`src/hdl/mdt_pkg.sv`:
```
// Constants, types and helper function of the multimode delay timer
package mdt_pkg;

    // ****************************************************************
    // Clock and time base
    // ****************************************************************
    localparam int unsigned CLK_PERIOD_NS  = 40;          // ref_clk period, 25 MHz
    localparam int unsigned TICK_PERIOD_NS = 10_000_000;  // Base tick of the counting oscillator, 10 ms
    // Longest time: round down, never below one cycle
    localparam int unsigned TICK_CYCLES    = (TICK_PERIOD_NS / CLK_PERIOD_NS) > 0 ?
                                             (TICK_PERIOD_NS / CLK_PERIOD_NS) : 1;
    localparam int unsigned PRE_W          = 18;          // Prescaler width, fits 250000
    localparam int unsigned SYNC_STAGES    = 2;           // Flip-flops in each pin synchroniser

    // ****************************************************************
    // Full-scale ranges in ticks (1 s, 10 s, 1 min, 10 min)
    // ****************************************************************
    localparam int unsigned CNT_W          = 16;
    localparam logic [15:0] RANGE0_TICKS   = 16'h0064;    // 1 s
    localparam logic [15:0] RANGE1_TICKS   = 16'h03E8;    // 10 s
    localparam logic [15:0] RANGE2_TICKS   = 16'h1770;    // 1 min
    localparam logic [15:0] RANGE3_TICKS   = 16'hEA60;    // 10 min

    // ****************************************************************
    // Reset values
    // ****************************************************************
    localparam logic [15:0] COUNT_RESET    = 16'h0000;    // Elapsed ticks after power-up
    localparam logic        LOAD_RESET     = 1'b0;        // Output off after power-up

    // ****************************************************************
    // Types
    // ****************************************************************
    // Operating mode strap, codes are the strap pin levels
    typedef enum logic [1:0] {
        MDT_ON_DELAY  = 2'b00,
        MDT_INTEGRATE = 2'b01,
        MDT_ONE_SHOT  = 2'b10,
        MDT_OFF_DELAY = 2'b11
    } mdt_mode_e;

    // Sequencer state
    typedef enum logic [1:0] {
        MDT_IDLE,
        MDT_RUN,
        MDT_DONE
    } mdt_state_e;

    // Terminal count of the selected range
    function automatic logic [15:0] mdt_term_count(input logic [1:0] rangeSel);
        logic [15:0] term;
        term = RANGE0_TICKS;
        unique case (rangeSel)
            2'b00: term = RANGE0_TICKS;
            2'b01: term = RANGE1_TICKS;
            2'b10: term = RANGE2_TICKS;
            2'b11: term = RANGE3_TICKS;
        endcase
        return term;
    endfunction : mdt_term_count

endpackage : mdt_pkg

```
`src/hdl/mdt_timer.sv`:
```
// Top of the multimode delay timer: mode sequencer, prescaler and counter
`timescale 1ns/1ps
module mdt_timer #(
    // Clock cycles per counting tick; shorten for simulation
    parameter int unsigned TICK_CYCLES = mdt_pkg::TICK_CYCLES
) (
    // Clock and power-up reset
    input  wire logic        ref_clk,
    input  wire logic        rst_n,
    // Pins, high means tied to the common terminal
    input  wire logic [1:0]  modeSel,
    input  wire logic [1:0]  rangeSel,
    input  wire logic        linkOk,
    input  wire logic        startIn,
    input  wire logic        resetIn,
    // Outputs
    output logic             loadOut,
    output logic             timingActive,
    output logic [15:0]      elapsedTicks
);

    // ****************************************************************
    // Declarations
    // ****************************************************************
    localparam int unsigned PIN_W = 7;                  // Pins carried by the synchroniser

    logic [PIN_W-1:0]        pinsSync;                  // Synchronised pin levels
    mdt_pkg::mdt_mode_e      mode;                      // Synchronised mode strap
    logic [1:0]              rangeSync;                 // Synchronised range select
    logic                    linkSync;                  // Timing element connected
    logic                    startSync;                 // Start level
    logic                    resetSync;                 // Reset level
    logic                    startPrev;                 // Start level one cycle ago
    logic                    startRise;                 // Start closure event

    logic [mdt_pkg::PRE_W-1:0] prescaler;               // Cycle counter toward one tick
    logic                    tick;                      // One-cycle enable per tick
    logic [15:0]             term;                      // Terminal count of the range
    logic                    atTerm;                    // Last tick of the interval

    mdt_pkg::mdt_state_e     state;                     // Sequencer state
    mdt_pkg::mdt_state_e     next_state;                // Next sequencer state
    logic                    next_load;                 // Next output level
    logic                    clearCount;                // Restart interval from zero
    logic                    countGo;                   // Counter may advance
    logic                    expire;                    // Interval completes this cycle

    // ****************************************************************
    // Pin synchronisation
    // ****************************************************************
    // Every pin is asynchronous to ref_clk; contacts may bounce, and the
    // two-flop stage only resynchronises, so each bounce still gives its own edge
    mdt_sync #(
        .WIDTH   (PIN_W)
    ) u_sync (
        .ref_clk (ref_clk),
        .rst_n   (rst_n),
        .asyncIn ({modeSel, rangeSel, linkOk, startIn, resetIn}),
        .syncOut (pinsSync)
    );

    // Unpack the synchronised group
    assign mode      = mdt_pkg::mdt_mode_e'(pinsSync[6:5]);
    assign rangeSync = pinsSync[4:3];
    assign linkSync  = pinsSync[2];
    assign startSync = pinsSync[1];
    assign resetSync = pinsSync[0];

    // ****************************************************************
    // Start edge detection
    // ****************************************************************
    // Edge taken from the second flop only, never from the first
    always_ff @(posedge ref_clk or negedge rst_n) begin
        if (!rst_n) begin
            startPrev <= 1'b0;
        end else begin
            startPrev <= startSync;
        end
    end

    // One event per rising edge of the synchronised start level
    assign startRise = startSync & ~startPrev;

    // ****************************************************************
    // Tick prescaler
    // ****************************************************************
    // Restarted with each interval so the first tick is a full period;
    // trades a free-running base for exact interval alignment
    always_ff @(posedge ref_clk or negedge rst_n) begin
        if (!rst_n) begin
            prescaler <= '0;
        end else if (clearCount) begin
            prescaler <= '0;
        end else if (countGo) begin
            // Held while paused so a partial tick carries into the next run
            prescaler <= tick ? '0 : prescaler + 1'b1;
        end
    end

    // Tick in the last cycle of each period
    assign tick = (prescaler == mdt_pkg::PRE_W'(TICK_CYCLES - 1));

    // ****************************************************************
    // Set time
    // ****************************************************************
    // Range pins may move at any time; the new terminal applies at once
    assign term   = mdt_pkg::mdt_term_count(rangeSync);
    // A greater-or-equal compare plus the saturating counter below keeps a range change
    // downward from running past the end forever
    assign atTerm = (elapsedTicks >= term - 16'h0001);
    assign expire = countGo & tick & atTerm;

    // ****************************************************************
    // Mode sequencer, next values
    // ****************************************************************
    always_comb begin
        next_state = state;
        next_load  = loadOut;
        clearCount = 1'b0;
        countGo    = 1'b0;
        unique case (mode)
            // Time-limit and integrating operation from power-up
            mdt_pkg::MDT_ON_DELAY,
            mdt_pkg::MDT_INTEGRATE: begin
                if (resetSync) begin
                    // External reset clears timing and output
                    next_state = mdt_pkg::MDT_IDLE;
                    next_load  = 1'b0;
                    clearCount = 1'b1;
                end else begin
                    unique case (state)
                        // Reset open at power-up: start at once
                        mdt_pkg::MDT_IDLE: begin
                            next_state = mdt_pkg::MDT_RUN;
                            clearCount = 1'b1;
                        end
                        // Counting; integrating mode pauses on a broken link
                        mdt_pkg::MDT_RUN: begin
                            countGo = (mode == mdt_pkg::MDT_ON_DELAY) || linkSync;
                            if (expire) begin
                                next_state = mdt_pkg::MDT_DONE;
                                next_load  = 1'b1;
                            end
                        end
                        // Output held until reset or power-off
                        mdt_pkg::MDT_DONE: begin
                            next_load = 1'b1;
                        end
                        default: begin
                            next_state = mdt_pkg::MDT_IDLE;
                        end
                    endcase
                end
            end
            // One-shot pulse, non-retriggerable
            mdt_pkg::MDT_ONE_SHOT: begin
                unique case (state)
                    // Wait for a start closure
                    mdt_pkg::MDT_IDLE: begin
                        if (startRise) begin
                            next_state = mdt_pkg::MDT_RUN;
                            next_load  = 1'b1;
                            clearCount = 1'b1;
                        end
                    end
                    // Start edges are not looked at here
                    mdt_pkg::MDT_RUN: begin
                        countGo = 1'b1;
                        if (resetSync && !startSync) begin
                            // Reset with start open stops at once
                            next_state = mdt_pkg::MDT_IDLE;
                            next_load  = 1'b0;
                            countGo    = 1'b0;
                        end else if (expire) begin
                            next_state = mdt_pkg::MDT_IDLE;
                            next_load  = 1'b0;
                        end
                    end
                    // Left over from another mode strap
                    mdt_pkg::MDT_DONE: begin
                        next_state = mdt_pkg::MDT_IDLE;
                        next_load  = 1'b0;
                    end
                    default: begin
                        next_state = mdt_pkg::MDT_IDLE;
                    end
                endcase
            end
            // OFF-delay: output on start, timed off after reset opens
            mdt_pkg::MDT_OFF_DELAY: begin
                if (startRise) begin
                    // Output regardless of a reset held beforehand
                    next_state = mdt_pkg::MDT_RUN;
                    next_load  = 1'b1;
                    clearCount = 1'b1;
                end else begin
                    unique case (state)
                        mdt_pkg::MDT_IDLE: begin
                            next_load = 1'b0;
                        end
                        // Held at zero while reset closed, runs once it opens
                        mdt_pkg::MDT_RUN: begin
                            if (resetSync) begin
                                clearCount = 1'b1;
                            end else begin
                                countGo = 1'b1;
                                if (expire) begin
                                    next_state = mdt_pkg::MDT_IDLE;
                                    next_load  = 1'b0;
                                end
                            end
                        end
                        mdt_pkg::MDT_DONE: begin
                            next_state = mdt_pkg::MDT_IDLE;
                            next_load  = 1'b0;
                        end
                        default: begin
                            next_state = mdt_pkg::MDT_IDLE;
                        end
                    endcase
                end
            end
        endcase
    end

    // ****************************************************************
    // Sequencer state
    // ****************************************************************
    always_ff @(posedge ref_clk or negedge rst_n) begin
        if (!rst_n) begin
            state <= mdt_pkg::MDT_IDLE;
        end else begin
            state <= next_state;
        end
    end

    // ****************************************************************
    // Elapsed tick counter
    // ****************************************************************
    // Kept across pauses so the intervals sum; saturates at one below the terminal count
    always_ff @(posedge ref_clk or negedge rst_n) begin
        if (!rst_n) begin
            elapsedTicks <= mdt_pkg::COUNT_RESET;
        end else if (clearCount) begin
            elapsedTicks <= mdt_pkg::COUNT_RESET;
        end else if (countGo && tick && !atTerm) begin
            elapsedTicks <= elapsedTicks + 16'h0001;
        end
    end

    // ****************************************************************
    // Outputs
    // ****************************************************************
    // Load drive and busy flag straight from flip-flops
    always_ff @(posedge ref_clk or negedge rst_n) begin
        if (!rst_n) begin
            loadOut      <= mdt_pkg::LOAD_RESET;
            timingActive <= 1'b0;
        end else begin
            loadOut      <= next_load;
            timingActive <= (next_state == mdt_pkg::MDT_RUN);
        end
    end

endmodule : mdt_timer

```
`src/hdl/mdt_sync.sv`:
```
// Two-flop synchroniser for a group of pin inputs
`timescale 1ns/1ps
module mdt_sync #(
    parameter int unsigned WIDTH = 1
) (
    // Clock and reset
    input  wire logic             ref_clk,
    input  wire logic             rst_n,
    // Pin side
    input  wire logic [WIDTH-1:0] asyncIn,
    // Clock side
    output logic      [WIDTH-1:0] syncOut
);

    logic [WIDTH-1:0] stage1;  // Metastable stage, read only by stage two

    // ****************************************************************
    // Two flip-flops, open pins read as inactive at reset
    // ****************************************************************
    always_ff @(posedge ref_clk or negedge rst_n) begin
        if (!rst_n) begin
            stage1  <= '0;
            syncOut <= '0;
        end else begin
            stage1  <= asyncIn;
            syncOut <= stage1;
        end
    end

endmodule : mdt_sync

```
`config.mk`:
```
export PLATFORM = sky130hd
export DESIGN_NAME = mdt_timer
export DESIGN_NICKNAME = d
export VERILOG_FILES = /design/src/hdl/mdt_pkg.sv /design/src/hdl/mdt_timer.sv /design/src/hdl/mdt_sync.sv
export SDC_FILE = /design/constraint.sdc
export NUM_CORES = 1
export LEC_CHECK = 0
export BUFFER_PORTS_ARGS = -buffer_cell sky130_fd_sc_hd__buf_2
export CORE_MARGIN = 1
export CORE_UTILIZATION = 60
export CTS_BUF_LIST = sky130_fd_sc_hd__clkbuf_4 sky130_fd_sc_hd__clkbuf_8
export CTS_CLUSTER_DIAMETER = 120
export DETAILED_ROUTE_END_ITERATION = 6
export PLACE_DENSITY_LB_ADDON = 0.3
export SETUP_SLACK_MARGIN = 0.2
export SLEW_MARGIN = 20
export SYNTH_ARGS = -nofsm -noshare
export SYNTH_HDL_FRONTEND = slang
export SYNTH_HIERARCHICAL = 1
export SYNTH_SLANG_ARGS = --single-unit
export TNS_END_PERCENT = 1
```
`constraint.sdc`:
```
create_clock -name ref_clk -period 2.7 [get_ports ref_clk]
set_input_delay 0.135 -clock ref_clk [delete_from_list [all_inputs] [get_ports ref_clk]]
set_output_delay 0.135 -clock ref_clk [all_outputs]
set_load 0.01 [all_outputs]
```
# [Word level (Yosys, flattened, before mapping)]
# Cells that the tools add are included.
[totals] ff_bits=53 latch_bits=0 mem_bits_rw=0 romBits=0 input_bits=9 out_inout_bits=18 wordCells=90 memories=0
[op_classes] n_addsub=3 mul=0 div_mod_pow=0 order_cmp=1 n_eq_ne=16 shift=0 n_mux=44 n_bitwise=4 reduce_logical=14
[ops] op="$pmux W16 S4" n=1
[ops] op="$mux W18" n=3
[ops] op="$mux W16" n=2
[ops] op="$mux W1" n=21
[ops] op="$add A18 B1 Y18 const B" n=1
[ops] op="$eq A18 B18 Y1 const B" n=1
[ops] op="$add A16 B1 Y16 const B" n=1
[ops] op="$ge A16 B16 Y1" n=1
[ops] op="$sub A16 B1 Y16 const B" n=1
[ops] op="$mux W2" n=7
[ops] op="$ne A4 B4 Y1 const B" n=3
[ops] op="$pmux W1 S3" n=4
[ops] op="$pmux W2 S3" n=2
[ops] op="$eq A2 B2 Y1 const B" n=5
[ops] op="$eq A2 B1 Y1 const B" n=4
[ops] op="$ne A4 B3 Y1 const B" n=2
[ops] op="$pmux W2 S2" n=2
[ops] op="$logic_not A2 Y1" n=3
[ops] op="$reduce_and A6 Y1" n=1
[ops] op="$pmux W1 S2" n=2
[ops] op="$reduce_bool A2 Y1" n=2
[ops] op="$reduce_or A2 Y1" n=2
[ops] op="$and A1 B1 Y1" n=3
[ops] op="$logic_and A1 B1 Y1" n=3
[ops] op="4 further kinds" n=5

# [Depth between registers and ports, before layout]
# Gate-level depths: netlist of the first run.
[depth] depth_word=13 depth_mapped=12 depth_no_buf=11

# [By module]
# The synthesis of the first run kept the hierarchy.
[by_module_without_submodules] mod="mdt_timer" n_inst=1 cells_each=321 area_per_inst_um2=2916.5 seq_area_each_um2=975.9
[by_module_without_submodules] mod="mdt_sync" n_inst=1 cells_each=14 area_per_inst_um2=350.3 seq_area_each_um2=350.3

# [Least setup slack after synthesis of the first run]
# OpenSTA, ideal clock, no wires.
[synth_path] path_type="reg2reg" startpoint="register u_sync.syncOut[3]" endpoint="register elapsedTicks[12]" setup_time_ps=132 arrival_time_ps=2305 required_time_ps=2568 setup_slack_ps=263 path_stages_with_launch=10 path_buffers=1 synth_period_minus_slack_ps=2437 cell_sequence="dfrtp_1 > ha_1 > ha_1 > a2111o_1 > o211ai_2 > nand2_4 > buf_6 > nor4_2 > xnor2_1 > nor2_1"
[synth_via] elab_chain_len=7 word_cells_on_any_way=10 classes_between="add/sub (1); order compare (1); eq/ne (3); mux (1); reduce/logical (4)"
[synth_rtl] element="start, declared" line_no="mdt_sync.sv:12" source="output logic [WIDTH-1:0] syncOut"
[synth_rtl] element="start signal, assigned" line_no="mdt_sync.sv:26" source="syncOut <= stage1;"
[synth_rtl] element="$eq A2 B2 Y1 (tied with other cells)" line_no="mdt_pkg.sv:52" source="unique case (rangeSel)"
[synth_rtl] element="$pmux W16 S4 (*)" line_no="mdt_pkg.sv:52"
[synth_rtl] element="$sub A16 B1 Y16 (*)" line_no="mdt_timer.sv:110" source="assign atTerm = (elapsedTicks >= term - 16'h0001);"
[synth_rtl] element="$ge A16 B16 Y1 (*)" line_no="mdt_timer.sv:110"
[synth_rtl] element="$logic_not A1 Y1 (*)" line_no="mdt_timer.sv:246" source="end else if (countGo && tick && !atTerm) begin"
[synth_rtl] element="$logic_and A1 B1 Y1 (*)" line_no="mdt_timer.sv:246"
[synth_rtl] element="$reduce_bool A2 Y1 (no source line) (*)"
[synth_rtl] element="end signal, assigned" line_no="mdt_timer.sv:243" source="elapsedTicks <= mdt_pkg::COUNT_RESET;"
[synth_rtl] element="end signal, assigned" line_no="mdt_timer.sv:245" source="elapsedTicks <= mdt_pkg::COUNT_RESET;"
[synth_rtl] element="end signal, assigned" line_no="mdt_timer.sv:247" source="elapsedTicks <= elapsedTicks + 16'h0001;"
[synth_rtl] element="end, declared" line_no="mdt_timer.sv:19" source="output logic [15:0] elapsedTicks"
# Mark *: on every way between the ends. The rest lies on a longest branch, timed or not. The select of a mux whose other input is x is not followed.
# A chain may end at the register's enable or synchronous reset.

# [Final worst setup path of the first run]
[layout_path] startpoint="register u_sync.syncOut[3]" endpoint="register elapsedTicks[6]"
# The elaborated chain is that of the path after synthesis.

==> impl_metrics.tcl, run 1 <==
set metrics [dict create \
    synth_area_leaders "dfrtp_1 (41%), ha_1 (8.8%), nor4_2 (5.0%)" \
    clock_path_buffers 2 \
    gr-usage-all-layers_pct 28.7 \
    via_per_inst 6.25 \
    clock.fmax_mhz 368 \
    antenna_cells 0 \
    drt_iter0_drc 144 \
    met1_usage_pct 36.2 \
    fin_ws_ns -0.0173 \
    async_reset_ff_share_pct 100 \
    fill_cells 312 \
    cp_data_required_time_ns 2.90 \
    nets 418 \
    route.detailed.drc 0 \
    grt_pass1_vias 2635 \
    antenna_found_initial 0 \
    avgSynthCellArea_sq_um 9.75 \
    die_x_um 75.8 \
    max_slew_margin_pct 49.5 \
    synth_warnings 6 \
    synth_compound_area_share_pct 16.1 \
    skew_ns 0.0125 \
    final_cell_mix "dfrtp_1 (52), nor2_1 (33), nand2_1 (26), buf_2 (26), o21ai_0 (20)" \
    whs_ns 0.259 \
    dp_hpwl_mm 5.07 \
    grt_max_degree 40 \
    cellLeakagePower_nw 1.69 \
    drt_pre_antenna_iters 5 \
    cts.sinks 53 \
    cpPeakStageDelay_ns 0.44 \
    cellPowerDensity_mw_per_mm2 452 \
    status "complete, but fails checks" \
    synth_top_area_share_pct 40.6 \
    setup_viol 1 \
    yosysUniqueCellTypes 60 \
    grt_pass1_wl_mm 12.2 \
    cp-start-kind "register" \
    ys_seq_area_share_pct 40.6 \
    wl_per_cell_um 17.9 \
    cts_tree "done" \
    synth_adder_area_share_pct 8.81 \
    drive_above_1_share_pct 27.4 \
    crit_path_end_kind "register" \
    grt_overflow 0 \
    mostFrequentLayoutCell "dfrtp_1" \
    fp.dieH_um 75.8 \
    vias 2854 \
    fin_crit_ns 2.72 \
    rows 26 \
    cts_root_buf "clkbuf_8" \
    synthCells 335 \
    syn_area_sq_mm 0.00327 \
    core-area_sq_mm 0.00517 \
    gp_congestion 0.882 \
    cp.buffers_inverters 2 \
    ff_latch_area_sq_mm 0.00133 \
    crit_slowest_cell "a2111o_1" \
    start_util_pct 63.2 \
    arrival_ns 2.91 \
    drtAntennaViolNets 0 \
    synth-seq-cells 53 \
    cp_cell_sequence "buf_6, ha_4, ha_1, a2111o_1, o211ai_4, nand2_4, buf_12, nor4_2, xnor2_1, nor2_1" \
    wirelength_mm 8.18 \
    worstSetupPathType "register to register" \
    min-delay-path-class "primary input to asynchronous set/reset pin" \
    ys_dominant_reg_cell "dfrtp_1" \
    yosys.area_share.simple_pct 25.2 \
    violations "negative setup slack" \
    multiInputGateArea_sq_mm 0.00205 \
    gr-usage-met2_pct 47.9 \
    numCtsBuffers 5 \
    grt-busiest-layer "met2" \
    worstMarginPinSlew_ns 0.755 \
    use_met3_pct 4.89 \
    power_mw 1.82 \
    synth_xor_xnor_area_share_pct 4.83 \
    synth_top_family_by_area "simple AND/OR/NAND/NOR gates" \
    die_area_sq_mm 0.00574 \
    synth_nets 367 \
    irDropWorstVdd_v 0.000369 \
    synth_mux_area_share_pct 0.306 \
    crit_family "compound AO/OA/AOI/OAI gates" \
    yosys.area.top_type "dfrtp_1" \
    cap_violations 0 \
    crit_fanout 7 \
    syn_to_final_growth_pct 23.4 \
    hold_viol_final 0 \
    drv_slew 0 \
    cts_max_level 2 \
    clkLatencyLatePin_ns 0.31 \
    finalCritPeriodShare_pct 101 \
    portBuffers 26 \
    ios 27 \
    rsz0062_at_grt "yes" \
    clk_pin_slew_ns 0.10 \
    synth_edf_count 0 \
]
[synth_stat cells (all sizes together) (3+ instances only)]
| library cell | instances |
|---|---|
| inv | 17 |
| nand2 | 27 |
| nand3 | 13 |
| xnor2 | 15 |
| nor4 | 14 |
| nor2 | 35 |
| dfrtp | 53 |
| a31oi | 7 |
| xor2 | 3 |
| a21oi | 10 |
| clkbuf | 4 |
| and4 | 4 |
| ha | 23 |
| and3 | 8 |
| buf | 8 |
| nor2b | 4 |
| a211oi | 3 |
| o31ai | 6 |
| o21ai | 29 |
| nand4 | 5 |
| nor3 | 8 |
| nor4b | 3 |
[worst reg2reg max path, cell delays in order, from the launching register on]
cell      delay (ns)
dfrtp_1         0.42
buf_6           0.13
ha_4            0.17
ha_1            0.34
a2111o_1        0.44
o211ai_4        0.25
nand2_4         0.11
buf_12          0.18
nor4_2          0.32
xnor2_1         0.18
nor2_1          0.07
[logic make-up (layout without fill, tap and decap cells)]
family	after synthesis	in the layout
AND/OR/NAND/NOR	134	134
AO/OA/AOI/OAI	77	77
adder cells (fa/ha/maj)	23	23
XOR/XNOR	18	18
buffers and inverters	29	81
multiplexers	1	1
flip-flops	53	53
[metal layers]
layer / share of wire [%] / vias up
li1: - / 1326
met1: 40 / 1372
met2: 51 / 125
met3: 4.8 / 31
met4: 4.1 / 0
met5: 0 / -
[flip-flops by register name, summed over array words and instances, names as in the netlist]
name            cells
u_sync/stage1       7
u_sync/syncOut      7
prescaler          18
state               2
loadOut             1
timingActive        1
startPrev           1
elapsedTicks       16
[timing repair]
| action | CTS | global route |
|---|---|---|
| endpoints found under the setup margin | 18 | 21 |
| buffers inserted | 8 | 4 |
| hold buffers | 8 | 0 |
| hold endpoints to repair | 21 | 0 |
| pin swaps | 16 | 23 |
| resized for setup | 31 | 18 |
[where the power goes]
part	internal (mW)	switching, mW
registers	0.833	0.0388
logic	0.195	0.312
clock network	0.190	0.253
[worst paths after layout]
check | start | endpoint | slack, ns | cells after the start
max | u_sync/syncOut[3] | elapsedTicks[6] | -0.02 | 10
min | rst_n | state[1] | 0.26 | 2
max reg2reg | u_sync/syncOut[3] | elapsedTicks[6] | -0.02 | 10
min reg2reg | u_sync/stage1[6] | u_sync/syncOut[6] | 0.35 | 0
max in group asynchronous | rst_n | u_sync/syncOut[4] | 1.61 | 3
min in group ref_clk | u_sync/stage1[6] | u_sync/syncOut[6] | 0.35 | 0
[cell type report]
cell class,count,share of cell area [%]
multi-input cells,253,50.8
flip-flops and latches,53,32.9
repair buffers,56,10.2
well taps,70,2.17
clock buffers,6,1.89
inverters,17,1.77
clock inverters,2,0.248
[through the flow]
stage	setup slack [ns]	instances	setup TNS, ns	utilization (%)	instance area [sq um]
6_report	-0.0173	457	-0.0173	78.0	4030
5_1_grt	-0.0923	457	-0.373	78.0	4030
4_1_cts	0.149	453	0	75.4	3900
3_5_place_dp	0.0317	429	0	67.4	3490
3_3_place_gp	0.133	429	0	67.4	3490
2_1_floorplan	0.263	335	0	-	3270
(Power assumes the default switching activity.)
==> inputs of run 2 (changes only) <==
==> constraint.sdc (replaced) <==
create_clock -name ref_clk -period 2.7 [get_ports ref_clk]
set_input_delay 0 -clock ref_clk [delete_from_list [all_inputs] [get_ports ref_clk]]
set_output_delay 0 -clock ref_clk [all_outputs]
set_load 0.01 [all_outputs]
==> run 2 against run 1 <==
- the flow now finishes without violations
- combinational power up 1%
- global-route usage shrank 1.8 points
- die area stayed put
- core utilization down 0.60 points
==> impl_metrics.tcl, run 2 (synthesis results as in run 1) <==
set metrics [dict create \
    dp_hpwl_mm 5.05 \
    utilization_pct 77.4 \
    antenna_cells 0 \
    drive_above_1_share_pct 25.5 \
    cts_root_buf "clkbuf_8" \
    clkLatencyLatePin_ns 0.31 \
    wirelength_mm 7.76 \
    gr-usage-all-layers_pct 26.8 \
    portBuffers 26 \
    cts_tree "done" \
    min-delay-path-class "primary input to asynchronous set/reset pin" \
    arrival_ns 2.81 \
    fin_crit_ns 2.61 \
    largest-register "prescaler" \
    cellLeakagePower_nw 1.66 \
    drt_iter0_drc 152 \
    drtAntennaViolNets 0 \
    rows 26 \
    vias 2781 \
    mostFrequentLayoutCell "dfrtp_1" \
    die_x_um 75.8 \
    syn_to_final_growth_pct 22.5 \
    route.detailed.drc 0 \
    largest_reg_flops 18 \
    grt_pass1_wl_mm 11.5 \
    final_cell_mix "dfrtp_1 (51), nor2_1 (33), nand2_1 (26), buf_2 (26), o21ai_0 (18)" \
    cp-start-kind "register" \
    place_area_sq_mm 0.00349 \
    wl_per_cell_um 17.2 \
    grt_overflow 0 \
    r2r_start "u_sync/syncOut[4]" \
    cellPowerDensity_mw_per_mm2 489 \
    cap_violations 0 \
    worstSetupPathType "register to register" \
    whs_ns 0.306 \
    cp_data_required_time_ns 2.90 \
    irDropWorstVdd_v 0.000430 \
    worstMarginPinSlew_ns 0.795 \
    ios 27 \
    clock_path_buffers 2 \
    die_area_sq_mm 0.00574 \
    nets 411 \
    gp_congestion 0.870 \
    drt_pre_antenna_iters 4 \
    top_regs "prescaler (18), elapsedTicks (16)" \
    fp.dieH_um 75.8 \
    rsz0062_at_grt "yes" \
    grt_max_degree 37 \
    final_cell_area_sq_mm 0.00400 \
    via_per_inst 6.18 \
    antenna_found_initial 0 \
    clk_pin_slew_ns 0.10 \
    skew_ns 0.0130 \
    start_util_pct 63.2 \
    dp_worst_setup_slack_ns -0.0156 \
    crit_path_end_kind "register" \
    numCtsBuffers 5 \
    status "finished, final reports clean" \
    fin_ws_ns 0.0921 \
    cts.sinks 53 \
    setup_viol 0 \
    cts_max_level 2 \
    crit_start "u_sync/syncOut[4]" \
    core-area_sq_mm 0.00517 \
    clock.fmax_mhz 383 \
    drv_slew 0 \
    max_slew_margin_pct 47.0 \
    finalCritPeriodShare_pct 96.6 \
    crit_fanout 8 \
    hold_viol_final 0 \
    grt_pass1_vias 2455 \
]
[run 2: changes by cell type in the layout (fill, tap and decap cells not counted), sizes merged]
cell and change:
buf -8, bufinv +1, clkbuf +2, clkinv -2
[run 2: path summary, 6_finish.rpt]
path	to	cells past startpoint	slack, ns
worst max register to register	elapsedTicks[5]	12	0.09
worst min register to register	u_sync/syncOut[5]	0	0.35
max in group asynchronous	u_sync/syncOut[4]	3	1.64
worst min-delay path	prescaler[9]	2	0.31
min in group ref_clk	u_sync/stage1[4]	2	0.33
worst max-delay path	elapsedTicks[5]	12	0.09
[run 2: per-layer routing]
metal / track usage (%) / part of all wire, %
met2: 46.0 / 52
met1: 34.5 / 42
met5: 0 / 0
met4: 9.05 / 2.7
met3: 4.37 / 4.2
[run 2: through the flow]
step	total power [mW]	setup TNS (ns)	std cells
6_report	1.96	0	450
5_1_grt	2.05	0	450
4_1_cts	1.92	0	447
3_5_place_dp	1.35	-0.0156	429
3_3_place_gp	1.33	0	429
2_1_floorplan	1.19	0	335
[run 2: report_power, final]
| part | internal [mW] | leakage, nW | total (mW) | switching, mW |
|---|---|---|---|---|
| Combinational | 0.195 | 0.901 | 0.513 | 0.318 |
| Clock | 0.313 | 0.0619 | 0.571 | 0.258 |
| Sequential | 0.833 | 0.699 | 0.874 | 0.0408 |
| Total | 1.34 | 1.66 | 1.96 | 0.617 |
[run 2: final cells by class]
class	count	area (sq um)
sequential	53	1330
clock buffer	7	90.1
multi-input combinational	253	2040
inverter	17	68.8
timing repair buffer	49	360
tap	70	87.6
clock inverter	1	30.0
fill	328	1170
[run 2: critical path: stages, from the launching register on]
cell       delay, ns
dfrtp_2         0.47
buf_6           0.14
ha_2            0.17
inv_4           0.08
ha_4            0.20
nand4_1         0.13
a21oi_2         0.07
a2111oi_4       0.46
nand2_4         0.12
clkbuf_16       0.21
nor4_4          0.22
xnor2_1         0.15
nor2_1          0.08
[run 2: what timing repair did]
action                     4_1_cts  5_1_grt
setup endpoints to repair       18       26
setup buffers                    2        2
gates resized for setup          3       42
pin swaps                        2       27
cloned                           0        1
hold endpoints to repair        42        0
hold buffers                     8        0
